==> config.mk <==
export PLATFORM = sky130hd
export DESIGN_NAME = ccr_config_regs
export DESIGN_NICKNAME = d
export VERILOG_FILES = /design/src/ccr_pkg.sv /design/src/ccr_config_regs.sv
export VERILOG_INCLUDE_DIRS = /design/src
export SDC_FILE = /design/constraint.sdc
export NUM_CORES = 1
export LEC_CHECK = 0
export ABC_AREA = 1
export BUFFER_PORTS_ARGS = -buffer_cell sky130_fd_sc_hd__buf_2
export CAP_MARGIN = 5
export CORE_UTILIZATION = 65
export CTS_CLUSTER_DIAMETER = 200
export DETAILED_ROUTE_END_ITERATION = 10
export GPL_ROUTABILITY_DRIVEN = 1
export PLACE_DENSITY = 0.95
export SYNTH_ARGS = -nofsm -noshare
export SYNTH_HDL_FRONTEND = slang
export SYNTH_SLANG_ARGS = --single-unit
==> constraint.sdc <==
create_clock -name clk -period 5.4 [get_ports clk]
set_input_delay 0.27 -clock clk [delete_from_list [all_inputs] [get_ports clk]]
set_output_delay 0.27 -clock clk [all_outputs]
set_load 0.005 [all_outputs]
==> src/ccr_defines.svh <==
// Constants for the charger configuration register bank.
// Assumes inclusion by bare name; definitions only.
`ifndef CCR_DEFINES_SVH
`define CCR_DEFINES_SVH

// Serial bus address, 7 bits
`define CCR_BUS_ADDR 7'h4B

// Register offsets
`define CCR_OFS_VOLT 2'h0
`define CCR_OFS_BAL 2'h1
`define CCR_OFS_TMR 2'h2
`define CCR_NUM_REGS 8'h03

// Power-on and register-reset defaults
`define CCR_DEF_VOLT 8'h38
`define CCR_DEF_BAL 8'h8F
`define CCR_DEF_TMR 8'h95

// Fields that the watchdog expiry restores
`define CCR_WDM_VOLT 8'hF0
`define CCR_WDM_BAL 8'hFF
`define CCR_WDM_TMR 8'h87

// Field positions
`define CCR_VOLT_SEL_MSB 7
`define CCR_VOLT_SEL_LSB 5
`define CCR_CHG_EN_BIT 4
`define CCR_SYSMIN_MSB 3
`define CCR_SYSMIN_LSB 1
`define CCR_HYS_BIT 0
`define CCR_TEMP_BIT 7
`define CCR_BAL_START_BIT 6
`define CCR_THR_FALL_BIT 5
`define CCR_THR_RISE_BIT 4
`define CCR_ICC_MSB 3
`define CCR_ICC_LSB 0
`define CCR_FSW_BIT 7
`define CCR_KICK_BIT 6
`define CCR_WDP_MSB 5
`define CCR_WDP_LSB 4
`define CCR_REGRST_BIT 3
`define CCR_SAFE_MSB 2
`define CCR_SAFE_LSB 1
`define CCR_BOOST_BIT 0

// Watchdog timing: base period in seconds and clock rate
`define CCR_WD_BASE_S 40
`define CCR_CLK_HZ 50000000

`endif

==> src/ccr_pkg.sv <==
// Types for the charger configuration register bank.
// Assumes nothing beyond a SystemVerilog compiler.
`default_nettype none
package ccr_pkg;

  typedef enum logic [3:0] {
    ST_IDLE,
    ST_ADDR,
    ST_ADDR_ACK,
    ST_INDEX,
    ST_INDEX_ACK,
    ST_WDATA,
    ST_WDATA_ACK,
    ST_RDATA,
    ST_RDATA_ACK
  } ccr_state_e;

  typedef logic [7:0] ccr_byte_t;

endpackage : ccr_pkg
`default_nettype wire

==> src/ccr_config_regs.sv <==
// Configuration register bank of a two-cell boost charger with its two-wire serial slave.
// Assumes bus pins arrive asynchronously and an outer pad resolves sda from sda_oe.
`timescale 1ns/10ps
`default_nettype none
`include "ccr_defines.svh"

module ccr_config_regs #(
  parameter longint unsigned WD_BASE_CYCLES = 64'(`CCR_WD_BASE_S) * 64'(`CCR_CLK_HZ)
) (
  // Clock and reset
  input wire logic clk,
  input wire logic srst,
  // Two-wire serial bus
  input wire logic scl,
  input wire logic sda_in,
  output logic sda_out,
  output logic sda_oe,
  // Configuration fields
  output logic [2:0] charge_voltage_sel,
  output logic charge_enable_bit,
  output logic [2:0] sys_min_voltage_sel,
  output logic cell_overvoltage_hysteresis,
  output logic temp_profile_sel,
  output logic bal_start_sel,
  output logic mismatch_thr_falling,
  output logic mismatch_thr_rising,
  output logic [3:0] charge_current_sel,
  output logic switch_freq_sel,
  output logic [1:0] watchdog_period_sel,
  output logic [1:0] safety_timer_sel,
  output logic boost_run_ctrl,
  // Watchdog
  output logic watchdog_expiry_event
);

  logic [2:0] scl_s, sda_s;
  logic scl_rise, scl_fall, bus_start, bus_stop;
  ccr_pkg::ccr_state_e state;
  logic [3:0] bit_cnt;
  logic is_read, wr_pulse, reg_reset, wd_kick;
  logic [1:0] index;
  ccr_pkg::ccr_byte_t shreg, tx, wr_data, rd_data;
  ccr_pkg::ccr_byte_t reg_volt, reg_bal, reg_tmr;
  logic [33:0] wd_cnt, wd_limit;

  // Two-flop synchronisers, preset to the idle-high bus so reset gives no false edge
  always_ff @(posedge clk)
  begin
    scl_s <= srst ? 3'h7 : {scl_s[1:0], scl};
    sda_s <= srst ? 3'h7 : {sda_s[1:0], sda_in};
  end

  assign scl_rise = scl_s[1] & ~scl_s[2];
  assign scl_fall = ~scl_s[1] & scl_s[2];
  assign bus_start = scl_s[1] & scl_s[2] & ~sda_s[1] & sda_s[2];
  assign bus_stop = scl_s[1] & scl_s[2] & sda_s[1] & ~sda_s[2];

  assign rd_data = (index == `CCR_OFS_VOLT) ? reg_volt
                 : (index == `CCR_OFS_BAL) ? reg_bal
                 : (index == `CCR_OFS_TMR) ? reg_tmr : 8'h00;

  // Serial slave; the bus only ever pulls low, so sda_out stays at zero
  always_ff @(posedge clk)
  begin
    wr_pulse <= 1'b0;
    if (srst)
    begin
      state <= ccr_pkg::ST_IDLE;
      bit_cnt <= 4'h0;
      shreg <= 8'h00;
      tx <= 8'h00;
      is_read <= 1'b0;
      index <= 2'h0;
      wr_data <= 8'h00;
      sda_out <= 1'b0;
      sda_oe <= 1'b0;
    end
    else if (bus_start)
    begin
      state <= ccr_pkg::ST_ADDR;
      bit_cnt <= 4'h0;
      sda_oe <= 1'b0;
    end
    else if (bus_stop)
    begin
      state <= ccr_pkg::ST_IDLE;
      sda_oe <= 1'b0;
    end
    else
    begin
      case (state)
        ccr_pkg::ST_ADDR, ccr_pkg::ST_INDEX, ccr_pkg::ST_WDATA:
        begin
          if (scl_rise)
          begin
            shreg <= {shreg[6:0], sda_s[1]};
            bit_cnt <= bit_cnt + 4'h1;
          end
          else if (scl_fall && bit_cnt == 4'h8)
          begin
            bit_cnt <= 4'h0;
            if (state == ccr_pkg::ST_ADDR)
            begin
              if (shreg[7:1] == `CCR_BUS_ADDR)
              begin
                sda_oe <= 1'b1;
                is_read <= shreg[0];
                state <= ccr_pkg::ST_ADDR_ACK;
              end
              else
                state <= ccr_pkg::ST_IDLE;
            end
            else if (state == ccr_pkg::ST_INDEX)
            begin
              if (shreg < `CCR_NUM_REGS)
              begin
                sda_oe <= 1'b1;
                index <= shreg[1:0];
                state <= ccr_pkg::ST_INDEX_ACK;
              end
              else
                state <= ccr_pkg::ST_IDLE;
            end
            else
            begin
              sda_oe <= 1'b1;
              wr_pulse <= 1'b1;
              wr_data <= shreg;
              state <= ccr_pkg::ST_WDATA_ACK;
            end
          end
        end
        ccr_pkg::ST_ADDR_ACK:
          if (scl_fall)
          begin
            if (is_read)
            begin
              tx <= rd_data;
              sda_oe <= ~rd_data[7];
              state <= ccr_pkg::ST_RDATA;
            end
            else
            begin
              sda_oe <= 1'b0;
              state <= ccr_pkg::ST_INDEX;
            end
          end
        ccr_pkg::ST_RDATA:
          if (scl_fall)
          begin
            bit_cnt <= bit_cnt + 4'h1;
            if (bit_cnt == 4'h7)
            begin
              sda_oe <= 1'b0;
              state <= ccr_pkg::ST_RDATA_ACK;
            end
            else
            begin
              tx <= {tx[6:0], 1'b0};
              sda_oe <= ~tx[6];
            end
          end
        // Single-byte only: after the data byte, further bytes are ignored until the next start
        ccr_pkg::ST_INDEX_ACK, ccr_pkg::ST_WDATA_ACK, ccr_pkg::ST_RDATA_ACK:
          if (scl_fall)
          begin
            sda_oe <= 1'b0;
            state <= (state == ccr_pkg::ST_INDEX_ACK) ? ccr_pkg::ST_WDATA : ccr_pkg::ST_IDLE;
          end
        default:
          state <= ccr_pkg::ST_IDLE;
      endcase
    end
  end

  // Register bank; a write in the expiry cycle overrides the restore of the register it writes
  assign reg_reset = wr_pulse && index == `CCR_OFS_TMR && wr_data[`CCR_REGRST_BIT];

  always_ff @(posedge clk)
  begin
    // Default of the reset bit is zero, so it clears itself here
    if (srst || reg_reset)
    begin
      reg_volt <= `CCR_DEF_VOLT;
      reg_bal <= `CCR_DEF_BAL;
      reg_tmr <= `CCR_DEF_TMR;
    end
    else
    begin
      if (watchdog_expiry_event)
      begin
        reg_volt <= (reg_volt & ~`CCR_WDM_VOLT) | (`CCR_DEF_VOLT & `CCR_WDM_VOLT);
        reg_bal <= (reg_bal & ~`CCR_WDM_BAL) | (`CCR_DEF_BAL & `CCR_WDM_BAL);
        reg_tmr <= (reg_tmr & ~`CCR_WDM_TMR) | (`CCR_DEF_TMR & `CCR_WDM_TMR);
      end
      if (wr_pulse)
        case (index)
          `CCR_OFS_VOLT: reg_volt <= wr_data;
          `CCR_OFS_BAL: reg_bal <= wr_data;
          `CCR_OFS_TMR: reg_tmr <= wr_data;
          default: ;
        endcase
    end
  end

  assign charge_voltage_sel = reg_volt[`CCR_VOLT_SEL_MSB:`CCR_VOLT_SEL_LSB];
  assign charge_enable_bit = reg_volt[`CCR_CHG_EN_BIT];
  assign sys_min_voltage_sel = reg_volt[`CCR_SYSMIN_MSB:`CCR_SYSMIN_LSB];
  assign cell_overvoltage_hysteresis = reg_volt[`CCR_HYS_BIT];
  assign temp_profile_sel = reg_bal[`CCR_TEMP_BIT];
  assign bal_start_sel = reg_bal[`CCR_BAL_START_BIT];
  assign mismatch_thr_falling = reg_bal[`CCR_THR_FALL_BIT];
  assign mismatch_thr_rising = reg_bal[`CCR_THR_RISE_BIT];
  assign charge_current_sel = reg_bal[`CCR_ICC_MSB:`CCR_ICC_LSB];
  assign switch_freq_sel = reg_tmr[`CCR_FSW_BIT];
  assign watchdog_period_sel = reg_tmr[`CCR_WDP_MSB:`CCR_WDP_LSB];
  assign safety_timer_sel = reg_tmr[`CCR_SAFE_MSB:`CCR_SAFE_LSB];
  assign boost_run_ctrl = reg_tmr[`CCR_BOOST_BIT];

  // Watchdog; a register reset also restarts it
  assign wd_kick = reg_reset
                   || (wr_pulse && index == `CCR_OFS_TMR && wr_data[`CCR_KICK_BIT]);

  // Periods double per code; code 00 holds the counter cleared, so its limit is unused
  assign wd_limit = 34'(WD_BASE_CYCLES) << (watchdog_period_sel - 2'h1);

  always_ff @(posedge clk)
  begin
    watchdog_expiry_event <= 1'b0;
    if (srst || wd_kick || watchdog_period_sel == 2'h0)
      wd_cnt <= 34'h0;
    else if (wd_cnt == wd_limit - 34'h1)
    begin
      wd_cnt <= 34'h0;
      watchdog_expiry_event <= 1'b1;
    end
    else
      wd_cnt <= wd_cnt + 34'h1;
  end

  por_defaults_a: assert property (@(posedge clk) srst |=> reg_volt == `CCR_DEF_VOLT
    && reg_bal == `CCR_DEF_BAL && reg_tmr == `CCR_DEF_TMR)
    else $error("defaults not loaded after reset");
  voltage_write_a: assert property (@(posedge clk) disable iff (srst)
    wr_pulse && index == `CCR_OFS_VOLT |=> charge_voltage_sel == $past(wr_data[7:5]))
    else $error("regulation voltage field not written");
  charge_enable_a: assert property (@(posedge clk) disable iff (srst)
    wr_pulse && index == `CCR_OFS_VOLT |=> charge_enable_bit == $past(wr_data[4]))
    else $error("charge enable not written");
  wd_kick_restart_a: assert property (@(posedge clk) disable iff (srst)
    wd_kick |=> wd_cnt == 34'h0 && !watchdog_expiry_event)
    else $error("watchdog not restarted by kick");
  reg_reset_a: assert property (@(posedge clk) disable iff (srst)
    wr_pulse && index == `CCR_OFS_TMR && wr_data[3] |=> reg_volt == `CCR_DEF_VOLT
    && reg_bal == `CCR_DEF_BAL && reg_tmr == `CCR_DEF_TMR && !reg_tmr[3])
    else $error("register reset did not restore defaults");
  boost_suspend_a: assert property (@(posedge clk) disable iff (srst)
    wr_pulse && index == `CCR_OFS_TMR && wr_data[3:0] == 4'h0 |=> !boost_run_ctrl)
    else $error("boost not suspended");
  bad_index_nack_a: assert property (@(posedge clk) disable iff (srst)
    state == ccr_pkg::ST_INDEX && scl_fall && bit_cnt == 4'h8 && shreg >= `CCR_NUM_REGS
    && !bus_start && !bus_stop |=> state == ccr_pkg::ST_IDLE && !sda_oe)
    else $error("undefined index not refused");
  addr_ack_a: assert property (@(posedge clk) disable iff (srst)
    state == ccr_pkg::ST_ADDR && scl_fall && bit_cnt == 4'h8 && shreg[7:1] == 7'h4B
    && !bus_start && !bus_stop |=> sda_oe ##0 state == ccr_pkg::ST_ADDR_ACK)
    else $error("own address not acknowledged");
  wd_restore_a: assert property (@(posedge clk) disable iff (srst)
    watchdog_expiry_event && !wr_pulse |=> charge_voltage_sel == 3'h1
    && reg_bal == `CCR_DEF_BAL && $stable(sys_min_voltage_sel)
    && $stable(watchdog_period_sel) && $stable(cell_overvoltage_hysteresis))
    else $error("watchdog restore wrong");

  write_seen_c: cover property (@(posedge clk) wr_pulse && index == `CCR_OFS_BAL);
  read_seen_c: cover property (@(posedge clk) state == ccr_pkg::ST_RDATA_ACK);
  expiry_seen_c: cover property (@(posedge clk) watchdog_expiry_event);
  reg_reset_c: cover property (@(posedge clk) wr_pulse && wr_data[3] && index == 2'h2);

endmodule : ccr_config_regs
`default_nettype wire

==> run metrics <==
run status=complete, no violations; clk_lat worst skew=0.38 ns; Achievable Freq=0.397 GHz; routed vias=roughly 5300; P per Cell Area=224 nW/um2; synth warn=0; worst path bufs/invs=2; Seq cells post-synth=101; DR vias/cell=5.56; placed cells=944; final number of setup-violating endpoints=0; HPWL Detailed=~11 mm; Mapped Nets=~850; # resized after CTS=0; Die Y=96.6 um; net switching share of the total power=0.269; Pre-Repair DR Iteration Count=6; H-tree levels=3; P_leak=between 0.002 and 0.0025 uW; first-pass GRT wire length=between 20 and 25 mm; count leader, synth=nand2_1; io pins=29; GP Congestion=slightly below 1; crit-path cells=inv_2 -> ha_1 -> inv_4 -> nand2_1 -> nand2_2 -> o21ai_1 -> nand2_1 -> nor2_2 -> nand3_2 -> nand2_4 -> nor2_1; Final Max Tran Viols=0; Reg clk slew, reported paths=0.11 ns; grt total ovfl=0; root buffer cell=clkbuf_8; Avg WL per Cell=~15 um; DR WL met3=912 um; uppermost layer routed=met4; syn avg cell area=7.00 um2; 1st-iter DRT viols=394; Area contributors post-synth=dfxtp_1, nand2_1, nor2_1; critical path class=flip-flop to flip-flop; setup_tns=0 ns; Post-Syn Instances=831; synthesized cell area=5820 um2; top_reg_cell synth=dfxtp_1; Critical-path top delay cell=ha_1; met2 routed WL=around 7 mm; layout cell share with drive strength beyond 1=0.171; unrepaired setup endpoints after global routing=no; crit path time final=2.52 ns; Clock Path Buffers=2; row count=34; clock share of power=0.387; CP startpoint kind=flip-flop; Max FO, Critical Path=34; Seq/Total Area, Yosys=0.348; normalized max-slew margin=0.649; post-CTS setup buffers=0; clk_skew=0.0143 ns; final hold vios=0; core area=8680 um2; Antenna diodes=0; Die Wd=96.6 um; Synth area leader=dfxtp_1; Layout Cells excl Fill=960; ANT nets after route=0; die footprint=9330 um2; Num CTS Buffers=9; crit end category=flip-flop; Post-synth ARST share=0; Worst EP arrival=approximately 2.8 ns; CP most frequent cell=nand2_1; Critical Path RT=approximately 5.7 ns; CTS Hold Bufs=0; pin count of the biggest net entering global routing=35; detailed-route DRC error count=0; top-area cell type share of the netlist area=0.348; vias in the first global route=5126; Seq pwr share=0.553; Hold Crit Class=primary input to flip-flop; count of cell types in the netlist=41; worst stage delay on the critical path=0.52 ns; synth cell count leaders=nand2_1, nor2_1, dfxtp_1; CTS Sinks=101; Final #Nets=861; max-cap violation count=0; CP delay by family, top=simple AND/OR/NAND/NOR gates; Area Growth Syn to Fin=5.89%; maximum vdd drop=between 0.00015 and 0.0002 V; Comb power frac=0.061; EDFF count, synth=0; P_sw=~370 uW; initial antenna violation count=0; Starting Density=0.670; CTS tree=done; final WL=14.2 mm; Metal-1 WL=5.80 mm; Global Route Usage Sum=0.311; internal power=~1000 uW; Final Cycle Share=0.466; # port buffers=27; Worst Tran Pin Value=0.527 ns
## state kept, by name (all words and copies together), names as in the netlist
name	flops
state	4
scl_s	3
reg_bal	8
is_read	1
shreg	8
reg_tmr	8
bit_cnt	4
wr_data	8
index	2
sda_oe	1
wr_pulse	1
reg_volt	8
tx	7
sda_s	3
watchdog_expiry_event	1
wd_cnt	34
## routing by layer
layer  global-route usage  up-vias
li1                     -     2658
met1                0.375     2430
met2                0.535      207
met3               0.0549       47
met4                0.148        0
met5                    0        -
## worst register-to-register path, cell delays in order, from the launching register on
cell     delay [ns]
dfxtp_1        0.49
inv_2          0.15
ha_1           0.52
inv_4          0.09
nand2_1        0.08
nand2_2        0.09
o21ai_1        0.17
nand2_1        0.09
nor2_2         0.13
nand3_2        0.10
nand2_4        0.38
nor2_1         0.11
## power groups by stage
stage | clock network, uW | logic, uW | registers (uW)
after detailed placement | 0 | 81.7 | 779
final | 534 | 83.5 | 762
after floorplan | 0 | 68.6 | 777
after global routing | 568 | 94.6 | 764
after CTS | 537 | 82.9 | 762
after global placement | 0 | 79.4 | 779
## cells by family (layout without fill, tap and decap cells)
kind of cell    count (synthesis)  in the layout  synth area share
other cells                     1              1          0.000645
xor+xnor                       36             36            0.0542
buf+inv                       130            151            0.0974
simple gates                  439            439             0.363
compound gates                114            114             0.116
flops                         101            101             0.348
fa+ha+maj                      10             10            0.0215
## layout make-up
| class | instances | area, um2 |
|---|---|---|
| multi-input combinational | 600 | 3230 |
| timing repair buffer | 27 | 135 |
| clock buffer | 9 | 124 |
| tap | 108 | 135 |
| fill | 707 | 2520 |
| sequential | 101 | 2020 |
| inverter | 108 | 413 |
| clock inverter | 7 | 103 |
## placed cells by master, fill, tap and decap left out, drive strengths merged, types with 2 or more instances in the layout
cell	instances
nand3b	2
a211oi	2
nor2	154
buf	27
a31oi	2
nand3	37
o211ai	13
inv	110
nand4	15
ha	10
and3	2
a21oi	34
xor2	24
clkbuf	9
dfxtp	101
o22ai	6
or2	6
o21ai	55
nor3	21
nand2	202
xnor2	12
clkinv	4
## worst paths after layout
path         startpoint         end  slack (ns)  cells past startpoint
max          reg_tmr[4]  wd_cnt[16]        2.88                     11
min                 scl    scl_s[0]        0.06                      2
max reg2reg  reg_tmr[4]  wd_cnt[16]        2.88                     11
min reg2reg    scl_s[0]    scl_s[1]        0.43                      1
## stage by stage
step	instance area [um2]	util	hold WS [ns]	setup WS [ns]	power [uW]
6_report	6160	0.710	0.0577	2.88	1380
2_1_floorplan	5820	-	0.362	3.40	846
5_1_grt	6160	0.710	0.0468	2.64	1430
4_1_cts	6160	0.710	0.0463	2.87	1380
3_5_place_dp	5930	0.684	0.403	2.91	861
3_3_place_gp	5930	0.684	0.395	3.01	858
No activity file was read; power rests on OpenSTA's default activity.
